File: src/hw/mcs_pkg.sv
// package: constants and types for the memory channel event selector
package mcs_pkg;

   // ----------------------------------------------------------------
   // register byte offsets (apb, one aligned word each)
   // ----------------------------------------------------------------
   localparam logic [7:0] MCS_OFF_CTL0 = 8'h00;   // ctl0..ctl3 at +4 each
   localparam logic [7:0] MCS_OFF_CNT0 = 8'h10;   // cnt0..cnt3 at +4 each
   localparam logic [7:0] MCS_OFF_STATUS = 8'h20; // overflow flags, w1c
   localparam logic [7:0] MCS_OFF_MASK = 8'h24;   // interrupt mask

   // ----------------------------------------------------------------
   // counter control field layout
   // ----------------------------------------------------------------
   localparam int MCS_EV_LSB = 0;
   localparam int MCS_UM_LSB = 8;
   localparam int MCS_EDGE_BIT = 18;
   localparam int MCS_EN_BIT = 22;
   localparam int MCS_INV_BIT = 23;
   localparam logic [31:0] MCS_CTL_RESET = 32'h0000_0000;
   localparam logic [31:0] MCS_CTL_WMASK = 32'h00c4_ffff;
   localparam logic [3:0] MCS_STATUS_RESET = 4'h0;
   localparam logic [3:0] MCS_MASK_RESET = 4'h0;

   // ----------------------------------------------------------------
   // event codes
   // ----------------------------------------------------------------
   localparam logic [7:0] MCS_EV_COL_BY_MODE = 8'h04;
   localparam logic [7:0] MCS_EV_PRE_ALL = 8'h44;
   localparam logic [7:0] MCS_EV_REFRESH = 8'h45;
   localparam logic [7:0] MCS_EV_MODE_CYCLES = 8'h07;
   localparam logic [7:0] MCS_EV_TRANS_ZERO = 8'h50;
   localparam logic [7:0] MCS_EV_TRANS_ONE = 8'h51;
   localparam logic [7:0] MCS_EV_PM_CMD_SUB0 = 8'hea;
   localparam logic [7:0] MCS_EV_PM_CMD_SUB1 = 8'heb;
   localparam logic [7:0] MCS_EV_PM_RDQ_ALLOC = 8'he3;
   localparam logic [7:0] MCS_EV_PM_RDQ_FILL = 8'he0;
   localparam logic [7:0] MCS_EV_PM_WRQ_ALLOC = 8'he7;
   localparam logic [7:0] MCS_EV_PM_WRQ_FILL = 8'he4;
   localparam logic [7:0] MCS_EV_CKE_CYCLES = 8'h47;

   // ----------------------------------------------------------------
   // major modes, in unit-mask bit order
   // ----------------------------------------------------------------
   typedef enum logic [1:0] {
      mcs_pref_rd,
      mcs_starved_rd,
      mcs_pref_wr,
      mcs_starved_wr
   } mcs_mode_t;

endpackage : mcs_pkg

File: src/hw/mcs_event_select.sv
// module: event selection, qualification and counting for a memory channel monitor
`timescale 1ns/100ps

// Operation
// - all events usable on counters 0-3, unit mask in control bits 15:8
// - code 0x4 counts read/write column commands per major mode and pseudo channel
// - code 0x44 counts precharge-all; mask bit 0 channel zero, bit 1 channel one
// - code 0x45 counts refreshes; panic ch0 bit 1, panic ch1 bit 4, high ch1 bit 5
// - code 0x7 counts cycles in masked major mode, bits 0-3 pr, sr, pw, sw
// - one major-mode state per channel; residency follows that channel-wide state
// - code 0x50 counts eight selectable major-mode transitions on pseudo channel zero
// - code 0x51 counts the same eight transitions on pseudo channel one
// - code 0xea counts persistent-memory commands on sub-channel zero, mask selected
// - code 0xeb counts sub-channel-one persistent-memory occurrences, mask selected
// - code 0xe3 counts read queue allocations, isochronous and not
// - code 0xe0 adds masked read queue occupancy every cycle
// - code 0xe7 counts write queue allocations
// - code 0xe4 adds masked write queue occupancy every cycle
// - code 0x47 counts cycles a masked rank has clock enable on, at most one
// - all power-down variants count alike as clock-enable-off cycles
module mcs_event_select
   import mcs_pkg::*;
#(
   parameter int CNT_W = 32,
   parameter int OCC_W = 6
)
(
   input wire logic i_clock,
   input wire logic i_rst,
   input wire logic i_clk_en,
   // apb slave
   input wire logic i_psel,
   input wire logic i_penable,
   input wire logic i_pwrite,
   input wire logic [7:0] i_paddr,
   input wire logic [31:0] i_pwdata,
   output logic o_pready,
   output logic [31:0] o_prdata,
   output logic o_pslverr,
   output logic o_irq,
   // scheduler conditions: modes two bits each, the rest one bit per pseudo channel
   input wire logic [1:0] i_mode_ch0,
   input wire logic [1:0] i_mode_ch1,
   input wire logic [1:0] i_col_rd,
   input wire logic [1:0] i_col_wr,
   input wire logic [1:0] i_pre_all,
   input wire logic [1:0] i_ref_panic,
   input wire logic [1:0] i_ref_high,
   // persistent memory conditions
   input wire logic [7:0] i_pm_cmd_sub0,
   input wire logic [7:0] i_pm_cmd_sub1,
   input wire logic i_pm_rd_alloc_isochronous_request,
   input wire logic i_pm_rd_alloc_norm,
   input wire logic i_pm_wr_alloc,
   input wire logic [6*OCC_W-1:0] i_pm_rdq_fill,
   input wire logic [6*OCC_W-1:0] i_pm_wrq_fill,
   // rank clock-enable levels
   input wire logic [3:0] i_cke_on
);

   localparam int SUM_W = OCC_W + 3;
   localparam int NCNT = 4;

   // ----------------------------------------------------------------
   // helper functions
   // ----------------------------------------------------------------

   // transition one-hot in unit-mask order
   function automatic logic [7:0] trans_vec(input logic [1:0] p, input logic [1:0] c);
      logic [7:0] v;
      v = 8'h00;
      v[0] = (p == mcs_pref_rd) && (c == mcs_starved_wr);
      v[1] = (p == mcs_pref_rd) && (c == mcs_pref_wr);
      v[2] = (p == mcs_starved_wr) && (c == mcs_pref_rd);
      v[3] = (p == mcs_starved_wr) && (c == mcs_pref_wr);
      v[4] = (p == mcs_starved_rd) && (c == mcs_pref_rd);
      v[5] = (p == mcs_starved_rd) && (c == mcs_pref_wr);
      v[6] = (p == mcs_pref_wr) && (c == mcs_starved_rd);
      v[7] = (p == mcs_pref_wr) && (c == mcs_pref_rd);
      return v;
   endfunction : trans_vec

   // sum of occupancy fields picked by mask bits 0..5
   function automatic logic [SUM_W-1:0] fill_sum(input logic [7:0] m, input logic [6*OCC_W-1:0] f);
      logic [SUM_W-1:0] s;
      s = '0;
      for (int i = 0; i < 6; i++)
      begin
         if (m[i])
            s = s + SUM_W'(f[i*OCC_W +: OCC_W]);
      end
      return s;
   endfunction : fill_sum

   // ----------------------------------------------------------------
   // major-mode tracking
   // ----------------------------------------------------------------
   logic [1:0] mode_prev0;
   logic [1:0] mode_prev1;

   // previous mode per pseudo channel, for transition detection
   always_ff @(posedge i_clock or posedge i_rst)
   begin
      if (i_rst)
      begin
         mode_prev0 <= mcs_pref_rd;
         mode_prev1 <= mcs_pref_rd;
      end
      else if (i_clk_en)
      begin
         mode_prev0 <= i_mode_ch0;
         mode_prev1 <= i_mode_ch1;
      end
   end

   // ----------------------------------------------------------------
   // condition vectors, one bit per unit-mask position
   // ----------------------------------------------------------------
   wire rmm0 = ~i_mode_ch0[1];   // read modes encode with msb clear
   wire rmm1 = ~i_mode_ch1[1];
   wire [7:0] v_col_mode;
   wire [7:0] v_pre_all;
   wire [7:0] v_refresh;
   wire [7:0] v_mode_cyc;
   wire [7:0] v_trans0;
   wire [7:0] v_trans1;
   wire [7:0] v_cke;
   wire c_rd_alloc;

   // column commands split by the mode of their own pseudo channel
   assign v_col_mode = {i_col_wr[1] & ~rmm1, i_col_wr[1] & rmm1,
                        i_col_wr[0] & ~rmm0, i_col_wr[0] & rmm0,
                        i_col_rd[1] & ~rmm1, i_col_rd[1] & rmm1,
                        i_col_rd[0] & ~rmm0, i_col_rd[0] & rmm0};
   assign v_pre_all = {6'h00, i_pre_all};
   // bit 2 carries high-priority on channel zero, implied by the combined mask
   assign v_refresh = {2'b00, i_ref_high[1], i_ref_panic[1], 1'b0,
                       i_ref_high[0], i_ref_panic[0], 1'b0};
   // residency follows the channel-wide mode, held on pseudo channel zero
   assign v_mode_cyc = {4'h0, 4'(1 << i_mode_ch0)};
   assign v_trans0 = trans_vec(mode_prev0, i_mode_ch0);
   assign v_trans1 = trans_vec(mode_prev1, i_mode_ch1);
   // one level per rank, power-down flavours are not told apart
   assign v_cke = {4'h0, i_cke_on};
   assign c_rd_alloc = i_pm_rd_alloc_isochronous_request | i_pm_rd_alloc_norm;

   // ----------------------------------------------------------------
   // apb decode
   // ----------------------------------------------------------------
   wire acc = i_psel & i_penable;
   wire wr_done = acc & o_pready & i_pwrite;
   wire hit_ctl = (i_paddr[7:4] == MCS_OFF_CTL0[7:4]) & (i_paddr[1:0] == 2'b00);
   wire hit_cnt = (i_paddr[7:4] == MCS_OFF_CNT0[7:4]) & (i_paddr[1:0] == 2'b00);
   wire hit_st = (i_paddr == MCS_OFF_STATUS);
   wire hit_mk = (i_paddr == MCS_OFF_MASK);
   wire mapped = hit_ctl | hit_cnt | hit_st | hit_mk;
   wire [1:0] idx = i_paddr[3:2];

   logic [3:0] status;
   logic [3:0] irq_mask;
   wire [31:0] rd_ctl [NCNT];
   wire [CNT_W-1:0] rd_cnt [NCNT];
   wire [NCNT-1:0] ovf;
   wire [31:0] rd_mux;

   // read selection, unmapped reads return zero
   assign rd_mux = hit_ctl ? rd_ctl[idx] :
                   hit_cnt ? 32'(rd_cnt[idx]) :
                   hit_st ? {28'h0, status} :
                   hit_mk ? {28'h0, irq_mask} : 32'h0000_0000;

   // ----------------------------------------------------------------
   // counters
   // ----------------------------------------------------------------
   for (genvar g = 0; g < NCNT; g++)
   begin : gen_ctr
      logic [31:0] ctl;
      logic [CNT_W-1:0] cnt;
      logic lvl_prev;
      wire [7:0] ev = ctl[MCS_EV_LSB +: 8];
      wire [7:0] um = ctl[MCS_UM_LSB +: 8];
      wire wr_ctl = wr_done & hit_ctl & (idx == 2'(g));
      wire wr_cnt = wr_done & hit_cnt & (idx == 2'(g));
      wire is_occ;
      wire known;
      wire hit;
      wire lvl;
      wire one;
      wire [SUM_W-1:0] inc;
      wire [CNT_W:0] sum;

      // masked conditions are ored, so one increment per cycle at most
      assign hit = (ev == MCS_EV_COL_BY_MODE) ? |(um & v_col_mode) :
                   (ev == MCS_EV_PRE_ALL) ? |(um & v_pre_all) :
                   (ev == MCS_EV_REFRESH) ? |(um & v_refresh) :
                   (ev == MCS_EV_MODE_CYCLES) ? |(um & v_mode_cyc) :
                   (ev == MCS_EV_TRANS_ZERO) ? |(um & v_trans0) :
                   (ev == MCS_EV_TRANS_ONE) ? |(um & v_trans1) :
                   (ev == MCS_EV_PM_CMD_SUB0) ? |(um & i_pm_cmd_sub0) :
                   (ev == MCS_EV_PM_CMD_SUB1) ? |(um & i_pm_cmd_sub1) :
                   (ev == MCS_EV_PM_RDQ_ALLOC) ? c_rd_alloc :
                   (ev == MCS_EV_PM_WRQ_ALLOC) ? i_pm_wr_alloc :
                   (ev == MCS_EV_CKE_CYCLES) ? |(um & v_cke) : 1'b0;
      assign is_occ = (ev == MCS_EV_PM_RDQ_FILL) | (ev == MCS_EV_PM_WRQ_FILL);
      // known codes only, so invert cannot make an undefined code count
      assign known = is_occ | (ev == MCS_EV_COL_BY_MODE) | (ev == MCS_EV_PRE_ALL) |
                     (ev == MCS_EV_REFRESH) | (ev == MCS_EV_MODE_CYCLES) |
                     (ev == MCS_EV_TRANS_ZERO) | (ev == MCS_EV_TRANS_ONE) |
                     (ev == MCS_EV_PM_CMD_SUB0) | (ev == MCS_EV_PM_CMD_SUB1) |
                     (ev == MCS_EV_PM_RDQ_ALLOC) | (ev == MCS_EV_PM_WRQ_ALLOC) |
                     (ev == MCS_EV_CKE_CYCLES);
      // invert then edge; both together is left to software to avoid
      assign lvl = known & (hit ^ ctl[MCS_INV_BIT]);
      assign one = ctl[MCS_EDGE_BIT] ? (lvl & ~lvl_prev) : lvl;
      // occupancy adds the masked fields each cycle, ignoring invert and edge
      assign inc = ~ctl[MCS_EN_BIT] ? '0 :
                   (ev == MCS_EV_PM_RDQ_FILL) ? fill_sum(um, i_pm_rdq_fill) :
                   (ev == MCS_EV_PM_WRQ_FILL) ? fill_sum(um, i_pm_wrq_fill) :
                   SUM_W'(one);
      assign sum = {1'b0, cnt} + (CNT_W + 1)'(inc);
      assign ovf[g] = ~wr_cnt & sum[CNT_W];
      assign rd_ctl[g] = ctl;
      assign rd_cnt[g] = cnt;

      // control register
      always_ff @(posedge i_clock or posedge i_rst)
      begin
         if (i_rst)
            ctl <= MCS_CTL_RESET;
         else if (i_clk_en && wr_ctl)
            ctl <= i_pwdata & MCS_CTL_WMASK;
      end

      // counter; a software load wins over a same-cycle increment
      always_ff @(posedge i_clock or posedge i_rst)
      begin
         if (i_rst)
         begin
            cnt <= '0;
            lvl_prev <= 1'b0;
         end
         else if (i_clk_en)
         begin
            lvl_prev <= lvl;
            cnt <= wr_cnt ? i_pwdata[CNT_W-1:0] : sum[CNT_W-1:0];
         end
      end
   end

   // ----------------------------------------------------------------
   // interrupt status and mask
   // ----------------------------------------------------------------
   wire [3:0] st_clr = (wr_done & hit_st) ? i_pwdata[3:0] : 4'h0;
   wire [3:0] next_status = (status & ~st_clr) | ovf;   // set beats clear

   // sticky overflow flags, mask and level interrupt
   always_ff @(posedge i_clock or posedge i_rst)
   begin
      if (i_rst)
      begin
         status <= MCS_STATUS_RESET;
         irq_mask <= MCS_MASK_RESET;
         o_irq <= 1'b0;
      end
      else if (i_clk_en)
      begin
         status <= next_status;
         if (wr_done & hit_mk)
            irq_mask <= i_pwdata[3:0];
         o_irq <= |(status & irq_mask);
      end
   end

   // ----------------------------------------------------------------
   // apb answer: one wait state, data and error registered
   // ----------------------------------------------------------------
   always_ff @(posedge i_clock or posedge i_rst)
   begin
      if (i_rst)
      begin
         o_pready <= 1'b0;
         o_prdata <= 32'h0000_0000;
         o_pslverr <= 1'b0;
      end
      else if (i_clk_en)
      begin
         o_pready <= acc & ~o_pready;
         o_pslverr <= acc & ~o_pready & ~mapped;
         o_prdata <= (acc & ~o_pready & ~i_pwrite) ? rd_mux : 32'h0000_0000;
      end
   end

endmodule : mcs_event_select

File: config.mk
export PLATFORM = sky130hd
export DESIGN_NAME = mcs_event_select
export DESIGN_NICKNAME = d
export VERILOG_FILES = /design/src/hw/mcs_pkg.sv /design/src/hw/mcs_event_select.sv
export SDC_FILE = /design/constraint.sdc
export NUM_CORES = 2
export LEC_CHECK = 0
export BUFFER_PORTS_ARGS = -buffer_cell sky130_fd_sc_hd__buf_2
export CAP_MARGIN = 10
export CORE_MARGIN = 2
export CORE_UTILIZATION = 50
export CTS_CLUSTER_DIAMETER = 150
export CTS_CLUSTER_SIZE = 40
export DETAILED_ROUTE_END_ITERATION = 7
export GPL_TIMING_DRIVEN = 0
export PLACE_DENSITY_LB_ADDON = 0.1
export RECOVER_POWER = 100
export SKIP_CTS_REPAIR_TIMING = 1
export SLEW_MARGIN = 25
export SYNTH_ARGS = -nofsm -noshare
export SYNTH_HDL_FRONTEND = slang
export SYNTH_SLANG_ARGS = --single-unit
File: constraint.sdc
create_clock -name i_clock -period 19.1 [get_ports i_clock]
set_input_delay 3.82 -clock i_clock [delete_from_list [all_inputs] [get_ports i_clock]]
set_output_delay 3.82 -clock i_clock [all_outputs]
set_load 0.01 [all_outputs]
==> flow_metrics.env <==
export IMPL_status="finished with violations"
export IMPL_violations="DRC, capacitance limit, slew limit"
export IMPL_grt_pass1_wl_um=188600
export IMPL_htreeDepth=1
export IMPL_skew_ns=0.05050
export IMPL_crit_top_cell="clkbuf_1"
export IMPL_clock_latency_ns=0.54
export IMPL_leakage_nw=14.73
export IMPL_finalMaxSlewViolations=260
export IMPL_drtIter0Drc=4045
export IMPL_rows=92
export IMPL_path_class="in2async"
export IMPL_grt_antenna_before_repair=4
export IMPL_fin_nets=4464
export IMPL_drt_total_wl_um=128600
export IMPL_fin_ws_ns=5.436
export IMPL_min_delay_start="o_prdata[27]$_DFFE_PP0P_"
export IMPL_cp_arrival_ns=13.26
export IMPL_fin_tns_setup_ns=0
export IMPL_avgSynthCellArea_sq_um=8.359
export IMPL_drc_errors=1
export IMPL_final_core_util_pct=53.89
export IMPL_ant_nets=0
export IMPL_syn_nets=4264
export IMPL_grt_max_degree=90
export IMPL_start_util_pct=50.22
export IMPL_period_share_pct=71.54
export IMPL_syn_inst=3769
export IMPL_cp_num_buf_inv=4
export IMPL_die_area_sq_um=65040
export IMPL_reg2reg_depth=36
export IMPL_finalHoldViolations=0
export IMPL_die_x_um=255.0
export IMPL_synth_edf_count=0
export IMPL_crit_path_start_kind="primary input"
export IMPL_holdPathStages=1
export IMPL_rr_endpoint="gen_ctr[3].cnt[28]$_DFFE_PP0P_"
export IMPL_pin_count=190
export IMPL_critPathMaxFanout=89
export IMPL_crit_path_top_delay_cell="clkbuf_1"
export IMPL_hold_class="reg2reg"
export IMPL_fp_dieH_um=255.0
export IMPL_fillers=6143
export IMPL_r2r_start="gen_ctr[3].ctl[8]$_DFFE_PP0P_"
export IMPL_gr_usage_all_layers_pct=38.98
export IMPL_hold_end="o_prdata[27]$_DFFE_PP0P_"
export IMPL_drive_above_1_share_pct=11.46
export IMPL_clk_pin_slew_ns=0.15
export IMPL_synth_seq_cells=255
export IMPL_cp_top_family="buffers and inverters"
export IMPL_ys_async_sr_fraction_pct=100.0
export IMPL_max_slew_margin_pct=-227.5
export IMPL_clock_root_buffer="clkbuf_16"
export IMPL_grt_overflow=0
export IMPL_place_inst=4803
export IMPL_powerDensity_nw_per_um2=35.70
export IMPL_finalSetupViolations=0
export IMPL_viasPerCell=6.634
export IMPL_areaGrowthSynthToFinish_pct=7.295
export IMPL_synth_top_area_share_pct=20.25
export IMPL_drv_cap=3
export IMPL_peakVddDrop_uv=56.56
export IMPL_clock_sinks=255
export IMPL_numCtsBuffers=10
export IMPL_hpwl_um=104600
export IMPL_cpPeakStageDelay_ns=3.57
export IMPL_gp_congestion=1.028
export IMPL_rsz0062_at_grt="no"
export IMPL_cts_buffer_depth=3
export IMPL_ff2ff_setup_slack_ns=8.75
export IMPL_required_ns=18.69
export IMPL_final_cell_count_no_fill=4820
export IMPL_synth_area_leaders="dfrtp_1 (20%), ha_1 (12%), mux2_2 (6.7%), a21oi_1 (5.4%), mux4_2 (4.5%)"
export IMPL_critPathCaptureType="async pin"
export IMPL_cts_tree="yes"
export IMPL_ys_types=91
export IMPL_core_sq_um=62740
export IMPL_max_freq_ghz=0.07319
export IMPL_vias=31980
export IMPL_post_route_min_period_ns=13.66
export IMPL_routedWlPerCell_um=26.68
export IMPL_synth_ff_type="dfrtp_1"
export IMPL_drtPass1Iterations=8
export IMPL_synthesis_area_sq_um=31510
export IMPL_yosysSeqAreaShare_pct=20.25
export IMPL_crit_chain="buf_2 -> clkinvlp_2 -> clkbuf_1 -> clkbuf_1"
export IMPL_yosys_area_top_type="dfrtp_1"
export IMPL_grt_pass1_vias=29110
export IMPL_dp_slack_ns=6.373
export IMPL_ys_warn_count=0
export IMPL_numPortBuffers=181
export IMPL_worstMarginPinSlew_ns=4.912
kinds of logic (layout without fill, tap and decap cells):
family          count (synthesis)  count (layout)  share of synthesized area, %
compound gates               1244            1244                         25.71
xor+xnor                      196             196                         5.627
fa+ha+maj                     341             341                         14.59
buf+inv                       385             585                         4.623
flops                         255             255                         20.25
mux                           322             322                         13.48
other cells                     0               5                             0
simple gates                 1026            1026                         15.72
stage by stage:
stage	power, mW	hold WS [ns]	area (sq um)
after floorplan	0.7865	0.4640	31510
after global placement	0.9079	0.4685	33470
after global routing	1.255	0.5322	33790
final	1.207	0.5089	33800
after detailed placement	0.9122	0.4751	33590
after CTS	1.200	0.5076	33900
flip-flops by register name, summed over array words and instances, names as in the netlist:
register	cells
gen_ctr.lvl_prev	4
irq_mask	4
gen_ctr.cnt	128
status	4
o_irq	1
mode_prev1	2
o_prdata	32
mode_prev0	2
o_pslverr	1
gen_ctr.ctl	76
o_pready	1
cell type report:
class / count / area (sq um) / area share [%]
Buffer: 196 / 747.0 / 2.210
Antenna cell: 5 / 12.51 / 0.03701
Multi-Input combinational cell: 3129 / 23700 / 70.10
Sequential cell: 255 / 6381 / 18.88
Clock inverter: 1 / 30.03 / 0.08883
Timing Repair Buffer: 188 / 892.1 / 2.639
Tap cell: 846 / 1059 / 3.131
Clock buffer: 11 / 275.3 / 0.8143
Inverter: 189 / 710.7 / 2.102
layer usage:
metal | track usage, % | part of all wire, % | wire length [um]
met3 | 9.712 | 13 | 16360
met2 | 56.66 | 41 | 52460
met1 | 57.04 | 43 | 55500
met4 | 10.81 | 3.3 | 4286
met5 | 0 | 0.010 | 13
synth_stat cells, types with 25 or more instances:
library cell  number
nor2b_1           67
nor2_1           267
a21o_1            80
mux2i_1           71
nand2b_1          49
nand2_1          284
fa_1              44
and2_1            47
mux2_2           187
a21oi_1          339
o21a_1            60
nand4_1           28
clkbuf_1         167
xnor2_1          126
or3_1             28
xor2_1            65
mux4_2            63
o22ai_1           69
nor3_1            65
ha_1             296
a22oi_1           68
a211oi_1          53
dfrtp_1          255
o31ai_1           25
o21bai_1          26
inv_1            183
a31oi_1           37
o21ai_0          226
nand3_1           82
worst reg2reg max path: cells and delay by family (launching register included):
| family | cells | cell delay [ns] |
|---|---|---|
| AND/OR/NAND/NOR | 7 | 1.78 |
| adder cells (fa/ha/maj) | 5 | 1.43 |
| AO/OA/AOI/OAI | 19 | 5.05 |
| buffers and inverters | 3 | 1.05 |
| XOR/XNOR | 1 | 0.21 |
| flip-flops | 1 | 0.54 |
| multiplexers | 1 | 0.16 |
where the power goes:
part / switching (mW) / total [mW] / internal [mW]
Sequential: 0.0175 / 0.572 / 0.554
Clock: 0.188 / 0.296 / 0.108
Combinational: 0.215 / 0.339 / 0.125
layout by cell type, fill, tap and decap left out, drive strengths merged, types with 68 or more instances in the layout:
cell type	netlist	final
mux2i	71	71
ha	296	296
buf	29	168
o21ai	241	241
nor2	267	267
inv	185	184
dfrtp	255	255
o22ai	69	69
nand3	82	82
a21o	80	80
a22oi	68	68
mux2	188	188
a21oi	340	340
clkbuf	167	227
xnor2	128	128
nand2	284	284
how the worst max path moves through the flow:
stage                     start                        endpoint  slack [ns]  cells past startpoint
2_1_floorplan             i_rst   gen_ctr[0].cnt[0]$_DFFE_PP0P_        8.27                      1
3_3_place_gp              i_rst   gen_ctr[3].cnt[4]$_DFFE_PP0P_        4.86                      2
5_1_grt                   i_rst   gen_ctr[3].cnt[9]$_DFFE_PP0P_        3.50                      4
3_5_place_dp   i_pm_rdq_fill[0]  gen_ctr[3].cnt[24]$_DFFE_PP0P_        6.37                     37
4_1_cts        i_pm_rdq_fill[0]  gen_ctr[3].cnt[24]$_DFFE_PP0P_        6.87                     37
6_report                  i_rst   gen_ctr[3].cnt[9]$_DFFE_PP0P_        5.44                      4
Note: power is estimated with default switching activity, not from simulation.
